$ cat src/shared/safe_direction_monitor_defines.svh
// Offsets, field positions, reset values and timing counts of the direction monitor
`ifndef SAFE_DIRECTION_MONITOR_DEFINES_SVH
`define SAFE_DIRECTION_MONITOR_DEFINES_SVH

// Register byte offsets
`define OFS_CONFIG 8'h00
`define OFS_SOURCE 8'h04
`define OFS_POS_WINDOW 8'h08
`define OFS_VEL_WINDOW 8'h0C
`define OFS_POS_DELAY 8'h10
`define OFS_NEG_DELAY 8'h14
`define OFS_REACTION 8'h18
`define OFS_STATUS 8'h1C
`define OFS_IRQ_STATUS 8'h20
`define OFS_IRQ_MASK 8'h24
`define OFS_POS_REF 8'h28
`define OFS_NEG_REF 8'h2C

// Config fields
`define CFG_ENABLE_BIT 0
`define CFG_CLEAR_BIT 1

// Source select fields: input index plus one, zero means not used
`define SRC_POS_SEL_LSB 0
`define SRC_POS_FSOE_BIT 4
`define SRC_NEG_SEL_LSB 8
`define SRC_NEG_FSOE_BIT 12
`define SRC_SEL_W 4

// Status fields
`define STS_POS_MOVING_BIT 0
`define STS_NEG_MOVING_BIT 1
`define STS_FAULT_BIT 2
`define STS_POS_STATE_LSB 4
`define STS_NEG_STATE_LSB 8

// Interrupt bits
`define IRQ_VIOLATION_BIT 0
`define IRQ_POS_ARMED_BIT 1
`define IRQ_NEG_ARMED_BIT 2
`define IRQ_W 3

// Reset values
`define RST_POS_WINDOW 32'h0000_0001
`define RST_VEL_WINDOW 32'h0000_0001
`define RST_DELAY_MS 16'h0001
`define RST_SOURCE 32'h0000_0000
`define RST_REACTION 2'h1

// Timing
`define CLK_HZ 10000000
`define DELAY_UNIT_MS 1
`define TICK_CYCLES ((`CLK_HZ / 1000) * `DELAY_UNIT_MS)

`endif

$ cat src/shared/safe_direction_monitor_pkg.sv
// Types shared by the direction monitor and its guards
package safe_direction_monitor_pkg;

   // Internal state of one direction guard
   typedef enum logic [2:0] {
      GUARD_IDLE = 3'b000,
      GUARD_WAIT = 3'b001,
      GUARD_MONITOR = 3'b010,
      GUARD_FAILED = 3'b100
   } guard_internal_state_t;

   // Selected fault reaction
   typedef enum logic [1:0] {
      SAFE_TORQUE_OFF_REACTION = 2'b01,
      STOP_ONE_REACTION = 2'b10,
      STOP_TWO_REACTION = 2'b11
   } fault_reaction_t;

endpackage

$ cat src/pin_sync.sv
// Three-stage input synchroniser that accepts a change once stages two and three agree
`timescale 1ns/1ns
`default_nettype none
module pin_sync #(
   parameter int WIDTH = 1
) (
   input wire logic clk,
   input wire logic rst_n,
   input wire logic [WIDTH-1:0] pin,
   output logic [WIDTH-1:0] level
);
   logic [WIDTH-1:0] s1_q; // First stage, read only by the second
   logic [WIDTH-1:0] s2_q; // Second stage
   logic [WIDTH-1:0] s3_q; // Third stage

   // Shift chain
   always_ff @(posedge clk or negedge rst_n) begin
      if (!rst_n) begin
         s1_q <= '0;
         s2_q <= '0;
         s3_q <= '0;
      end else begin
         s1_q <= pin;
         s2_q <= s1_q;
         s3_q <= s2_q;
      end
   end

   // Accept only bits where the last two stages agree
   always_ff @(posedge clk or negedge rst_n) begin
      if (!rst_n) begin
         level <= '0;
      end else begin
         level <= (s2_q & s3_q) | (level & (s2_q | s3_q));
      end
   end
endmodule
`default_nettype wire

$ cat src/direction_guard.sv
// One direction guard: activation, start delay, reference capture and window check
`timescale 1ns/1ns
`default_nettype none
module direction_guard
   import safe_direction_monitor_pkg::*;
#(
   parameter int POS_W = 32,
   parameter int VEL_W = 32,
   parameter int DLY_W = 16
) (
   input wire logic clk,
   input wire logic rst_n,
   input wire logic request,
   input wire logic tick,
   input wire logic fault,
   input wire logic clear,
   input wire logic neg_dir,
   input wire logic signed [POS_W-1:0] position,
   input wire logic signed [VEL_W-1:0] velocity,
   input wire logic [POS_W-1:0] pos_win,
   input wire logic [VEL_W-1:0] vel_win,
   input wire logic [DLY_W-1:0] delay,
   output guard_internal_state_t state,
   output logic violation,
   output logic armed,
   output logic signed [POS_W-1:0] ref_pos
);
   logic [DLY_W:0] cnt_q; // Elapsed delay ticks, saturating
   logic expired; // Start delay has run out
   logic signed [POS_W+1:0] p_ext; // Position widened
   logic signed [POS_W+1:0] r_ext; // Reference widened
   logic signed [POS_W+1:0] w_ext; // Window widened
   logic signed [VEL_W+1:0] v_ext; // Velocity widened
   logic signed [VEL_W+1:0] vw_ext; // Velocity window widened
   logic outside; // Motion in the forbidden direction

   // A tick may fall anywhere in the first unit, so count one unit more
   assign expired = (delay == '0) || (cnt_q > {1'b0, delay});

   assign p_ext = {{2{position[POS_W-1]}}, position};
   assign r_ext = {{2{ref_pos[POS_W-1]}}, ref_pos};
   assign w_ext = {2'b00, pos_win};
   assign v_ext = {{2{velocity[VEL_W-1]}}, velocity};
   assign vw_ext = {2'b00, vel_win};

   // Forbidden-direction test against captured window and velocity window
   always_comb begin
      if (neg_dir) begin
         outside = (p_ext < r_ext - w_ext) || (v_ext < -vw_ext);
      end else begin
         outside = (p_ext > r_ext + w_ext) || (v_ext > vw_ext);
      end
   end

   assign violation = (state == GUARD_MONITOR) && outside;
   assign armed = (state == GUARD_WAIT) && request && expired && !fault;

   // Guard state machine
   always_ff @(posedge clk or negedge rst_n) begin
      if (!rst_n) begin
         state <= GUARD_IDLE;
      end else if (fault && !clear) begin // Clear comes while the latch still reads high
         state <= GUARD_FAILED;
      end else begin
         case (state)
            GUARD_IDLE: begin
               if (request) begin
                  state <= GUARD_WAIT;
               end
            end
            GUARD_WAIT: begin
               if (!request) begin
                  state <= GUARD_IDLE;
               end else if (expired) begin
                  state <= GUARD_MONITOR;
               end
            end
            GUARD_MONITOR: begin
               if (!request) begin
                  state <= GUARD_IDLE;
               end
            end
            GUARD_FAILED: begin
               if (clear) begin
                  state <= GUARD_IDLE;
               end
            end
            default: begin
               state <= GUARD_IDLE;
            end
         endcase
      end
   end

   // Delay counter restarts on every activation
   always_ff @(posedge clk or negedge rst_n) begin
      if (!rst_n) begin
         cnt_q <= '0;
      end else if (state != GUARD_WAIT) begin
         cnt_q <= '0;
      end else if (tick && !(&cnt_q)) begin
         cnt_q <= cnt_q + 1'b1;
      end
   end

   // Reference position taken at the moment of activation
   always_ff @(posedge clk or negedge rst_n) begin
      if (!rst_n) begin
         ref_pos <= '0;
      end else if (state == GUARD_IDLE && request && !fault) begin
         ref_pos <= position;
      end
   end
endmodule
`default_nettype wire

$ cat src/safe_direction_monitor.sv
// Safe direction monitor top: APB registers, activation, motion flags and fault reaction
`include "safe_direction_monitor_defines.svh"
`timescale 1ns/1ns
`default_nettype none
module safe_direction_monitor
   import safe_direction_monitor_pkg::*;
#(
   parameter int POS_W = 32,
   parameter int VEL_W = 32,
   parameter int DLY_W = 16,
   parameter int N_SAFE_IN = 8,
   parameter int TICK_CYCLES = `TICK_CYCLES
) (
   input wire logic SYS_CLK,
   input wire logic RSTN,
   input wire logic PSEL,
   input wire logic PENABLE,
   input wire logic PWRITE,
   input wire logic [7:0] PADDR,
   input wire logic [31:0] PWDATA,
   output logic [31:0] PRDATA,
   output logic PREADY,
   output logic PSLVERR,
   input wire logic [N_SAFE_IN-1:0] SAFE_IN,
   input wire logic FSOE_POS_REQ,
   input wire logic FSOE_NEG_REQ,
   input wire logic signed [POS_W-1:0] SAFE_POSITION,
   input wire logic signed [VEL_W-1:0] SAFE_VELOCITY,
   output logic POS_MOTION_FLAG,
   output logic NEG_MOTION_FLAG,
   output logic FAULT_ACTIVATE,
   output logic [1:0] FAULT_REACTION,
   output logic IRQ
);
   localparam int SYNC_W = N_SAFE_IN + 2;
   localparam int TICK_W = $clog2(TICK_CYCLES + 1);

   // Register state
   logic enable_q; // Function activation
   logic [31:0] source_q; // Activation source selection
   logic [POS_W-1:0] pos_win_q; // Shared position zero window
   logic [VEL_W-1:0] vel_win_q; // Shared velocity zero window
   logic [DLY_W-1:0] pos_dly_q; // Positive guard start delay
   logic [DLY_W-1:0] neg_dly_q; // Negative guard start delay
   logic [1:0] reaction_q; // Selected fault reaction
   logic [`IRQ_W-1:0] irq_sts_q; // Sticky events
   logic [`IRQ_W-1:0] irq_mask_q; // Event enables
   logic fault_q; // Fault reaction latched
   logic clear_pulse; // Software fault clear

   // Bus decode
   logic setup; // APB setup phase
   logic wr_en; // APB write access phase
   logic mapped; // Address hits a register
   logic [31:0] rd_d; // Read mux

   // Synchronised activation inputs
   logic [SYNC_W-1:0] sync_level;
   logic [N_SAFE_IN-1:0] safe_in_s;
   logic fsoe_pos_s;
   logic fsoe_neg_s;
   logic pos_req; // Positive guard activation request
   logic neg_req; // Negative guard activation request

   // Delay tick divider
   logic [TICK_W-1:0] div_q;
   logic tick;

   // Guard outputs
   guard_internal_state_t pos_state;
   guard_internal_state_t neg_state;
   logic pos_viol;
   logic neg_viol;
   logic pos_armed;
   logic neg_armed;
   logic signed [POS_W-1:0] pos_ref;
   logic signed [POS_W-1:0] neg_ref;
   logic [`IRQ_W-1:0] irq_set; // Event pulses this cycle

   // Motion detection operands
   logic signed [VEL_W+1:0] v_ext;
   logic signed [VEL_W+1:0] vw_ext;

   // Activation pins come from outside this clock domain
   pin_sync #(
      .WIDTH(SYNC_W)
   ) u_sync (
      .clk(SYS_CLK),
      .rst_n(RSTN),
      .pin({FSOE_NEG_REQ, FSOE_POS_REQ, SAFE_IN}),
      .level(sync_level)
   );

   assign safe_in_s = sync_level[N_SAFE_IN-1:0];
   assign fsoe_pos_s = sync_level[N_SAFE_IN];
   assign fsoe_neg_s = sync_level[N_SAFE_IN+1];

   // Pick the mapped safe input for a selector value; zero means not used
   function automatic logic pick_input(input logic [`SRC_SEL_W-1:0] sel,
                                       input logic [N_SAFE_IN-1:0] pins);
      logic hit;
      hit = 1'b0;
      for (int i = 0; i < N_SAFE_IN; i++) begin
         if (int'(sel) == i + 1) begin
            hit = pins[i];
         end
      end
      return hit;
   endfunction

   // Activation requests, each guard with its own source
   always_comb begin
      pos_req = enable_q &&
         (pick_input(source_q[`SRC_POS_SEL_LSB +: `SRC_SEL_W], safe_in_s) ||
          (source_q[`SRC_POS_FSOE_BIT] && fsoe_pos_s));
      neg_req = enable_q &&
         (pick_input(source_q[`SRC_NEG_SEL_LSB +: `SRC_SEL_W], safe_in_s) ||
          (source_q[`SRC_NEG_FSOE_BIT] && fsoe_neg_s));
   end

   // Free-running divider giving one delay-unit tick
   always_ff @(posedge SYS_CLK or negedge RSTN) begin
      if (!RSTN) begin
         div_q <= '0;
      end else if (div_q == TICK_W'(TICK_CYCLES - 1)) begin
         div_q <= '0;
      end else begin
         div_q <= div_q + 1'b1;
      end
   end

   assign tick = (div_q == TICK_W'(TICK_CYCLES - 1));

   // Positive direction guard, sharing windows with the negative one
   direction_guard #(
      .POS_W(POS_W),
      .VEL_W(VEL_W),
      .DLY_W(DLY_W)
   ) u_pos_guard (
      .clk(SYS_CLK),
      .rst_n(RSTN),
      .request(pos_req),
      .tick(tick),
      .fault(fault_q),
      .clear(clear_pulse),
      .neg_dir(1'b0),
      .position(SAFE_POSITION),
      .velocity(SAFE_VELOCITY),
      .pos_win(pos_win_q),
      .vel_win(vel_win_q),
      .delay(pos_dly_q),
      .state(pos_state),
      .violation(pos_viol),
      .armed(pos_armed),
      .ref_pos(pos_ref)
   );

   // Negative direction guard; with both monitoring only standstill passes
   direction_guard #(
      .POS_W(POS_W),
      .VEL_W(VEL_W),
      .DLY_W(DLY_W)
   ) u_neg_guard (
      .clk(SYS_CLK),
      .rst_n(RSTN),
      .request(neg_req),
      .tick(tick),
      .fault(fault_q),
      .clear(clear_pulse),
      .neg_dir(1'b1),
      .position(SAFE_POSITION),
      .velocity(SAFE_VELOCITY),
      .pos_win(pos_win_q),
      .vel_win(vel_win_q),
      .delay(neg_dly_q),
      .state(neg_state),
      .violation(neg_viol),
      .armed(neg_armed),
      .ref_pos(neg_ref)
   );

   // Fault latch; a new violation wins over a software clear
   always_ff @(posedge SYS_CLK or negedge RSTN) begin
      if (!RSTN) begin
         fault_q <= 1'b0;
      end else if (pos_viol || neg_viol) begin
         fault_q <= 1'b1;
      end else if (clear_pulse) begin
         fault_q <= 1'b0;
      end
   end

   // Fault outputs; an unknown reaction code falls back to torque off
   always_ff @(posedge SYS_CLK or negedge RSTN) begin
      if (!RSTN) begin
         FAULT_ACTIVATE <= 1'b0;
         FAULT_REACTION <= `RST_REACTION;
      end else begin
         FAULT_ACTIVATE <= fault_q;
         if (reaction_q == STOP_ONE_REACTION || reaction_q == STOP_TWO_REACTION) begin
            FAULT_REACTION <= reaction_q;
         end else begin
            FAULT_REACTION <= SAFE_TORQUE_OFF_REACTION;
         end
      end
   end

   // Motion flags against the shared velocity zero window
   assign v_ext = {{2{SAFE_VELOCITY[VEL_W-1]}}, SAFE_VELOCITY};
   assign vw_ext = {2'b00, vel_win_q};

   always_ff @(posedge SYS_CLK or negedge RSTN) begin
      if (!RSTN) begin
         POS_MOTION_FLAG <= 1'b0;
         NEG_MOTION_FLAG <= 1'b0;
      end else begin
         POS_MOTION_FLAG <= (v_ext > vw_ext);
         NEG_MOTION_FLAG <= (v_ext < -vw_ext);
      end
   end

   // APB decode: zero wait states, error on unmapped addresses
   assign setup = PSEL && !PENABLE;
   assign wr_en = PSEL && PENABLE && PWRITE && mapped;
   assign PREADY = 1'b1;
   assign clear_pulse = wr_en && (PADDR == `OFS_CONFIG) && PWDATA[`CFG_CLEAR_BIT];

   always_comb begin
      mapped = 1'b1;
      rd_d = 32'h0000_0000;
      if (PADDR == `OFS_CONFIG) begin
         rd_d[`CFG_ENABLE_BIT] = enable_q;
      end else if (PADDR == `OFS_SOURCE) begin
         rd_d = source_q;
      end else if (PADDR == `OFS_POS_WINDOW) begin
         rd_d = 32'(pos_win_q);
      end else if (PADDR == `OFS_VEL_WINDOW) begin
         rd_d = 32'(vel_win_q);
      end else if (PADDR == `OFS_POS_DELAY) begin
         rd_d = 32'(pos_dly_q);
      end else if (PADDR == `OFS_NEG_DELAY) begin
         rd_d = 32'(neg_dly_q);
      end else if (PADDR == `OFS_REACTION) begin
         rd_d[1:0] = reaction_q;
      end else if (PADDR == `OFS_STATUS) begin
         rd_d[`STS_POS_MOVING_BIT] = POS_MOTION_FLAG;
         rd_d[`STS_NEG_MOVING_BIT] = NEG_MOTION_FLAG;
         rd_d[`STS_FAULT_BIT] = fault_q;
         rd_d[`STS_POS_STATE_LSB +: 3] = pos_state;
         rd_d[`STS_NEG_STATE_LSB +: 3] = neg_state;
      end else if (PADDR == `OFS_IRQ_STATUS) begin
         rd_d[`IRQ_W-1:0] = irq_sts_q;
      end else if (PADDR == `OFS_IRQ_MASK) begin
         rd_d[`IRQ_W-1:0] = irq_mask_q;
      end else if (PADDR == `OFS_POS_REF) begin
         rd_d = 32'(pos_ref);
      end else if (PADDR == `OFS_NEG_REF) begin
         rd_d = 32'(neg_ref);
      end else begin
         mapped = 1'b0;
      end
   end

   assign PSLVERR = PSEL && PENABLE && !mapped;

   // Read data is captured in the setup phase and held through the access
   always_ff @(posedge SYS_CLK or negedge RSTN) begin
      if (!RSTN) begin
         PRDATA <= 32'h0000_0000;
      end else if (setup && !PWRITE) begin
         PRDATA <= rd_d;
      end
   end

   // Configuration registers
   always_ff @(posedge SYS_CLK or negedge RSTN) begin
      if (!RSTN) begin
         enable_q <= 1'b0;
         source_q <= `RST_SOURCE;
         pos_win_q <= POS_W'(`RST_POS_WINDOW);
         vel_win_q <= VEL_W'(`RST_VEL_WINDOW);
         pos_dly_q <= DLY_W'(`RST_DELAY_MS);
         neg_dly_q <= DLY_W'(`RST_DELAY_MS);
         reaction_q <= `RST_REACTION;
         irq_mask_q <= '0;
      end else if (wr_en) begin
         if (PADDR == `OFS_CONFIG) begin
            enable_q <= PWDATA[`CFG_ENABLE_BIT];
         end else if (PADDR == `OFS_SOURCE) begin
            source_q <= PWDATA;
         end else if (PADDR == `OFS_POS_WINDOW) begin
            pos_win_q <= PWDATA[POS_W-1:0];
         end else if (PADDR == `OFS_VEL_WINDOW) begin
            vel_win_q <= PWDATA[VEL_W-1:0];
         end else if (PADDR == `OFS_POS_DELAY) begin
            pos_dly_q <= PWDATA[DLY_W-1:0];
         end else if (PADDR == `OFS_NEG_DELAY) begin
            neg_dly_q <= PWDATA[DLY_W-1:0];
         end else if (PADDR == `OFS_REACTION) begin
            reaction_q <= PWDATA[1:0];
         end else if (PADDR == `OFS_IRQ_MASK) begin
            irq_mask_q <= PWDATA[`IRQ_W-1:0];
         end
      end
   end

   // Sticky events, write one to clear; a new event wins over the clear
   always_comb begin
      irq_set = '0;
      irq_set[`IRQ_VIOLATION_BIT] = (pos_viol || neg_viol) && !fault_q;
      irq_set[`IRQ_POS_ARMED_BIT] = pos_armed;
      irq_set[`IRQ_NEG_ARMED_BIT] = neg_armed;
   end

   always_ff @(posedge SYS_CLK or negedge RSTN) begin
      if (!RSTN) begin
         irq_sts_q <= '0;
      end else if (wr_en && PADDR == `OFS_IRQ_STATUS) begin
         irq_sts_q <= (irq_sts_q & ~PWDATA[`IRQ_W-1:0]) | irq_set;
      end else begin
         irq_sts_q <= irq_sts_q | irq_set;
      end
   end

   // Level interrupt while any unmasked event is pending
   always_ff @(posedge SYS_CLK or negedge RSTN) begin
      if (!RSTN) begin
         IRQ <= 1'b0;
      end else begin
         IRQ <= |(irq_sts_q & irq_mask_q);
      end
   end
endmodule
`default_nettype wire

$ cat config.mk
export PLATFORM = sky130hd
export DESIGN_NAME = safe_direction_monitor
export DESIGN_NICKNAME = d
export VERILOG_FILES = /design/src/shared/safe_direction_monitor_pkg.sv /design/src/pin_sync.sv /design/src/direction_guard.sv /design/src/safe_direction_monitor.sv
export VERILOG_INCLUDE_DIRS = /design/src /design/src/shared
export SDC_FILE = /design/constraint.sdc
export NUM_CORES = 1
export LEC_CHECK = 0
export ABC_CLOCK_PERIOD_IN_PS = 3850
export BUFFER_PORTS_ARGS = -buffer_cell sky130_fd_sc_hd__buf_2
export CAP_MARGIN = 20
export CORE_ASPECT_RATIO = 1.5
export CORE_MARGIN = 3
export CORE_UTILIZATION = 45
export CTS_BUF_LIST = sky130_fd_sc_hd__clkbuf_16
export DETAILED_ROUTE_END_ITERATION = 7
export GPL_TIMING_DRIVEN = 1
export PLACE_DENSITY = 0.73
export SETUP_SLACK_MARGIN = 0.4
export SYNTH_ARGS = -nofsm -noshare
export SYNTH_HDL_FRONTEND = slang
export SYNTH_SLANG_ARGS = --single-unit
$ cat constraint.sdc
create_clock -name SYS_CLK -period 3.85 [get_ports SYS_CLK]
set_clock_uncertainty 0.05 [all_clocks]
set_input_delay 0.1925 -clock SYS_CLK [delete_from_list [all_inputs] [get_ports SYS_CLK]]
set_output_delay 0.1925 -clock SYS_CLK [all_outputs]
set_load 0.01 [all_outputs]
==> flow_metrics.env <==
export IMPL_wl_um=73000
export IMPL_max_slew_margin_rel=0.284
export IMPL_maxCapViolations=0
export IMPL_clock_latency_ps=540
export IMPL_wl_per_cell_um=22.2
export IMPL_grt_usage=0.285
export IMPL_grt_max_degree=106
export IMPL_hold_slack_ps=30.1
export IMPL_r2r_start="pos_win_q[1]$_DFFE_PN0P_"
export IMPL_dp_hpwl_um=57200
export IMPL_row_count=97
export IMPL_cp_slowest_cell="dfrtp_1"
export IMPL_r2r_end="irq_sts_q[0]$_DFF_PN0_"
export IMPL_grt_pass1_wl_um=111000
export IMPL_r2r_cells=24
export IMPL_fp_dieW_um=184
export IMPL_cp_common_cell="buf_4"
export IMPL_ys_flop_type="dfrtp_1"
export IMPL_syn_mean_instance_area_um2=9.84
export IMPL_port_buffers=157
export IMPL_max_freq_ghz=0.228
export IMPL_fin_util=0.580
export IMPL_design_die_area_um2=50300
export IMPL_grt_overflow=0
export IMPL_yosysSeqAreaShare=0.391
export IMPL_required_ps=4200
export IMPL_critPathKind="flip-flop to flip-flop"
export IMPL_synth_area_um2=21400
export IMPL_cts_tree="done"
export IMPL_cts_root_buf="clkbuf_16"
export IMPL_crit_path_max_incr_delay_ps=410
export IMPL_critical_path_startpoint_type="flip-flop"
export IMPL_worst_ir_drop_vdd_mv=0.371
export IMPL_drive_gt1_frac=0.278
export IMPL_clockBufferDepth=3
export IMPL_synth_edf_count=0
export IMPL_failed_checks="negative setup slack"
export IMPL_ys_ff_latch=334
export IMPL_setup_viol=3
export IMPL_first_global_vias=20200
export IMPL_routabilityCongestion=0.987
export IMPL_start_util=0.457
export IMPL_cp_cell_sequence="buf_4, ha_4, a211oi_4, nor2_2, o31ai_2, buf_4, nand2b_1, a21oi_2, o21ai_0, a21oi_1, buf_4, buf_4, xor2_1, ha_1, nand4_1, nor4_2, buf_4, buf_4, buf_4, buf_4, a32oi_1, a22o_1, nand4b_1, o221ai_2"
export IMPL_antenna_found_initial=6
export IMPL_critPathCaptureType="flip-flop"
export IMPL_io_pins=159
export IMPL_crit_path_start="pos_win_q[1]$_DFFE_PN0P_"
export IMPL_layout_common_cells="328 x dfrtp_1, 291 x buf_4, 232 x ha_1"
export IMPL_clock_sinks=334
export IMPL_cp_max_fo=3
export IMPL_setup_ws_ps=-534
export IMPL_cp_arrival_ps=4730
export IMPL_min_period_ps=4380
export IMPL_dr_total_vias=19600
export IMPL_status="complete, but fails checks"
export IMPL_path_clk_slew_ps=60
export IMPL_p_leak_uw=0.0130
export IMPL_synth_fp_nets=2534
export IMPL_hold_path_depth=2
export IMPL_p_per_area_nw_per_um2=307
export IMPL_ys_types=83
export IMPL_syn2layout_area_growth_pct=26.9
export IMPL_core_region_area_um2=46800
export IMPL_setup_worst_path_end="irq_sts_q[0]$_DFF_PN0_"
export IMPL_finalHoldViolCount=0
export IMPL_rsz0062_at_grt="true"
export IMPL_hp_class="input port to flip-flop"
export IMPL_synthArstFlopShare=1.00
export IMPL_drc=0
export IMPL_numCtsBuffers=36
export IMPL_drtPass1Iterations=7
export IMPL_cts_htree_levels=2
export IMPL_drv_slew=0
export IMPL_drt_iter0_drc=1464
export IMPL_die_h_um=273
export IMPL_fin_crit_sh=1.14
export IMPL_reg2reg_slack_ps=-530
export IMPL_viasPerCell=5.94
export IMPL_final_nets=3029
export IMPL_tightest_slew_ps=1070
export IMPL_final_common_cell="dfrtp_1"
export IMPL_synthCells=2176
export IMPL_ys_warn_count=0
export IMPL_postRouteAntennaNets=0
## per-layer routing
layer / vias up / track usage / wire [um]
met4: 4 / 0.208 / 6820
li1: 8961 / - / -
met3: 327 / 0.0454 / 4870
met5: - / 0 / 29
met2: 878 / 0.502 / 36100
met1: 9381 / 0.307 / 25300
## through the flow
step / instance area (um^2) / instances / power, uW / setup TNS (ps) / worst slack [ps]
3_5_place_dp: 24900 / 3147 / 4790 / -1690 / -784
3_3_place_gp: 24900 / 3147 / 4760 / -1560 / -716
6_report: 27200 / 3294 / 8330 / -1180 / -534
5_1_grt: 27100 / 3291 / 8630 / -1780 / -744
2_1_floorplan: 21400 / 2176 / 4240 / -525 / -280
4_1_cts: 27000 / 3287 / 8360 / -1370 / -616
## logic make-up (layout without fill, tap and decap cells)
logic type | Yosys count | count (layout) | synth area share
AOI/OAI and AO/OA | 542 | 542 | 0.163
muxes | 149 | 149 | 0.0794
xor gates and xnor gates | 127 | 127 | 0.0523
and+or+nand+nor | 575 | 575 | 0.133
adders and majority gates | 249 | 249 | 0.145
buffers and inverters | 199 | 719 | 0.0355
other | 1 | 5 | 0.000175
DFF | 334 | 334 | 0.391
## cell usage after synthesis (5+ instances only)
cell type | n | area share
o21a_1 | 19 | 0.0067
dfstp_2 | 6 | 0.0074
nand3_1 | 42 | 0.0098
dfrtp_1 | 328 | 0.38
nor2_1 | 164 | 0.029
a2111oi_0 | 7 | 0.0029
mux2i_1 | 9 | 0.0042
o21ai_0 | 126 | 0.029
nand4_1 | 49 | 0.014
or2_2 | 6 | 0.0018
a22oi_1 | 41 | 0.014
xor2_1 | 65 | 0.027
and4_1 | 5 | 0.0020
and3_1 | 16 | 0.0047
clkbuf_1 | 48 | 0.0084
a221oi_1 | 12 | 0.0049
ha_1 | 237 | 0.14
o31ai_1 | 6 | 0.0021
a31oi_1 | 48 | 0.014
o41ai_1 | 5 | 0.0020
a222oi_1 | 18 | 0.0084
o21bai_1 | 5 | 0.0018
or3_1 | 5 | 0.0015
nand2_1 | 159 | 0.028
o22ai_1 | 6 | 0.0018
a21oi_1 | 131 | 0.031
a211oi_1 | 11 | 0.0039
nor2b_1 | 18 | 0.0053
nor4_1 | 27 | 0.0079
a21o_1 | 57 | 0.020
o211ai_1 | 8 | 0.0028
inv_1 | 131 | 0.023
mux2_2 | 137 | 0.072
maj3_1 | 10 | 0.0047
buf_1 | 8 | 0.0014
o2111ai_1 | 5 | 0.0020
nand2b_1 | 19 | 0.0056
xnor2_1 | 61 | 0.025
buf_2 | 7 | 0.0016
nor3_1 | 31 | 0.0072
a31o_2 | 5 | 0.0020
## what timing repair did
item                       CTS  global route
hold buffers                67             0
pin swaps                   42            31
buffers inserted            10             3
resized for setup           41            32
setup endpoints to repair    3             3
hold endpoints to repair   250             0
## worst max-delay path: cells and delay by family, from the launching register on
family          cells  cell delay, ps
compound gates      8            1400
fa+ha+maj           2             540
simple gates        5             790
buf+inv             8            1000
xor+xnor            1              60
flops               1             410
## registers in the layout, indices dropped and copies added, names as in the netlist, 14 cells and up
signal / cells
pos_win_q: 32
source_q: 32
PRDATA: 32
u_neg_guard.cnt_q: 17
div_q: 14
u_pos_guard.ref_pos: 32
neg_dly_q: 16
pos_dly_q: 16
vel_win_q: 32
u_pos_guard.cnt_q: 17
u_neg_guard.ref_pos: 32
## worst min path at each step
stage | start | endpoint | slack (ps)
detailed placement | SAFE_IN[4] | u_sync.s1_q[4]$_DFF_PN0_ | 250
CTS | SAFE_POSITION[3] | u_pos_guard.ref_pos[3]$_DFFE_PN0P_ | 7
finish | SAFE_POSITION[3] | u_pos_guard.ref_pos[3]$_DFFE_PN0P_ | 30
global route | SAFE_POSITION[2] | u_pos_guard.ref_pos[2]$_DFFE_PN0P_ | 10
global placement | SAFE_IN[1] | u_sync.s1_q[1]$_DFF_PN0_ | 250
floorplan | RSTN | FAULT_ACTIVATE$_DFF_PN0_ | -150
## area by class of cell
class / instances / area, um^2
Clock buffer: 38 / 951
Timing Repair Buffer: 521 / 3750
Multi-Input combinational cell: 1643 / 12600
Clock inverter: 25 / 221
Antenna cell: 4 / 10.0
Sequential cell: 334 / 8370
Tap cell: 594 / 743
Inverter: 135 / 507
Fill cell: 3983 / 19700
## power breakdown
group	switching, uW	internal, uW
Combinational	630	526
Sequential	88.0	3600
Clock	1480	2000
Total	2200	6130
Note: power is estimated with default switching activity, not from simulation.
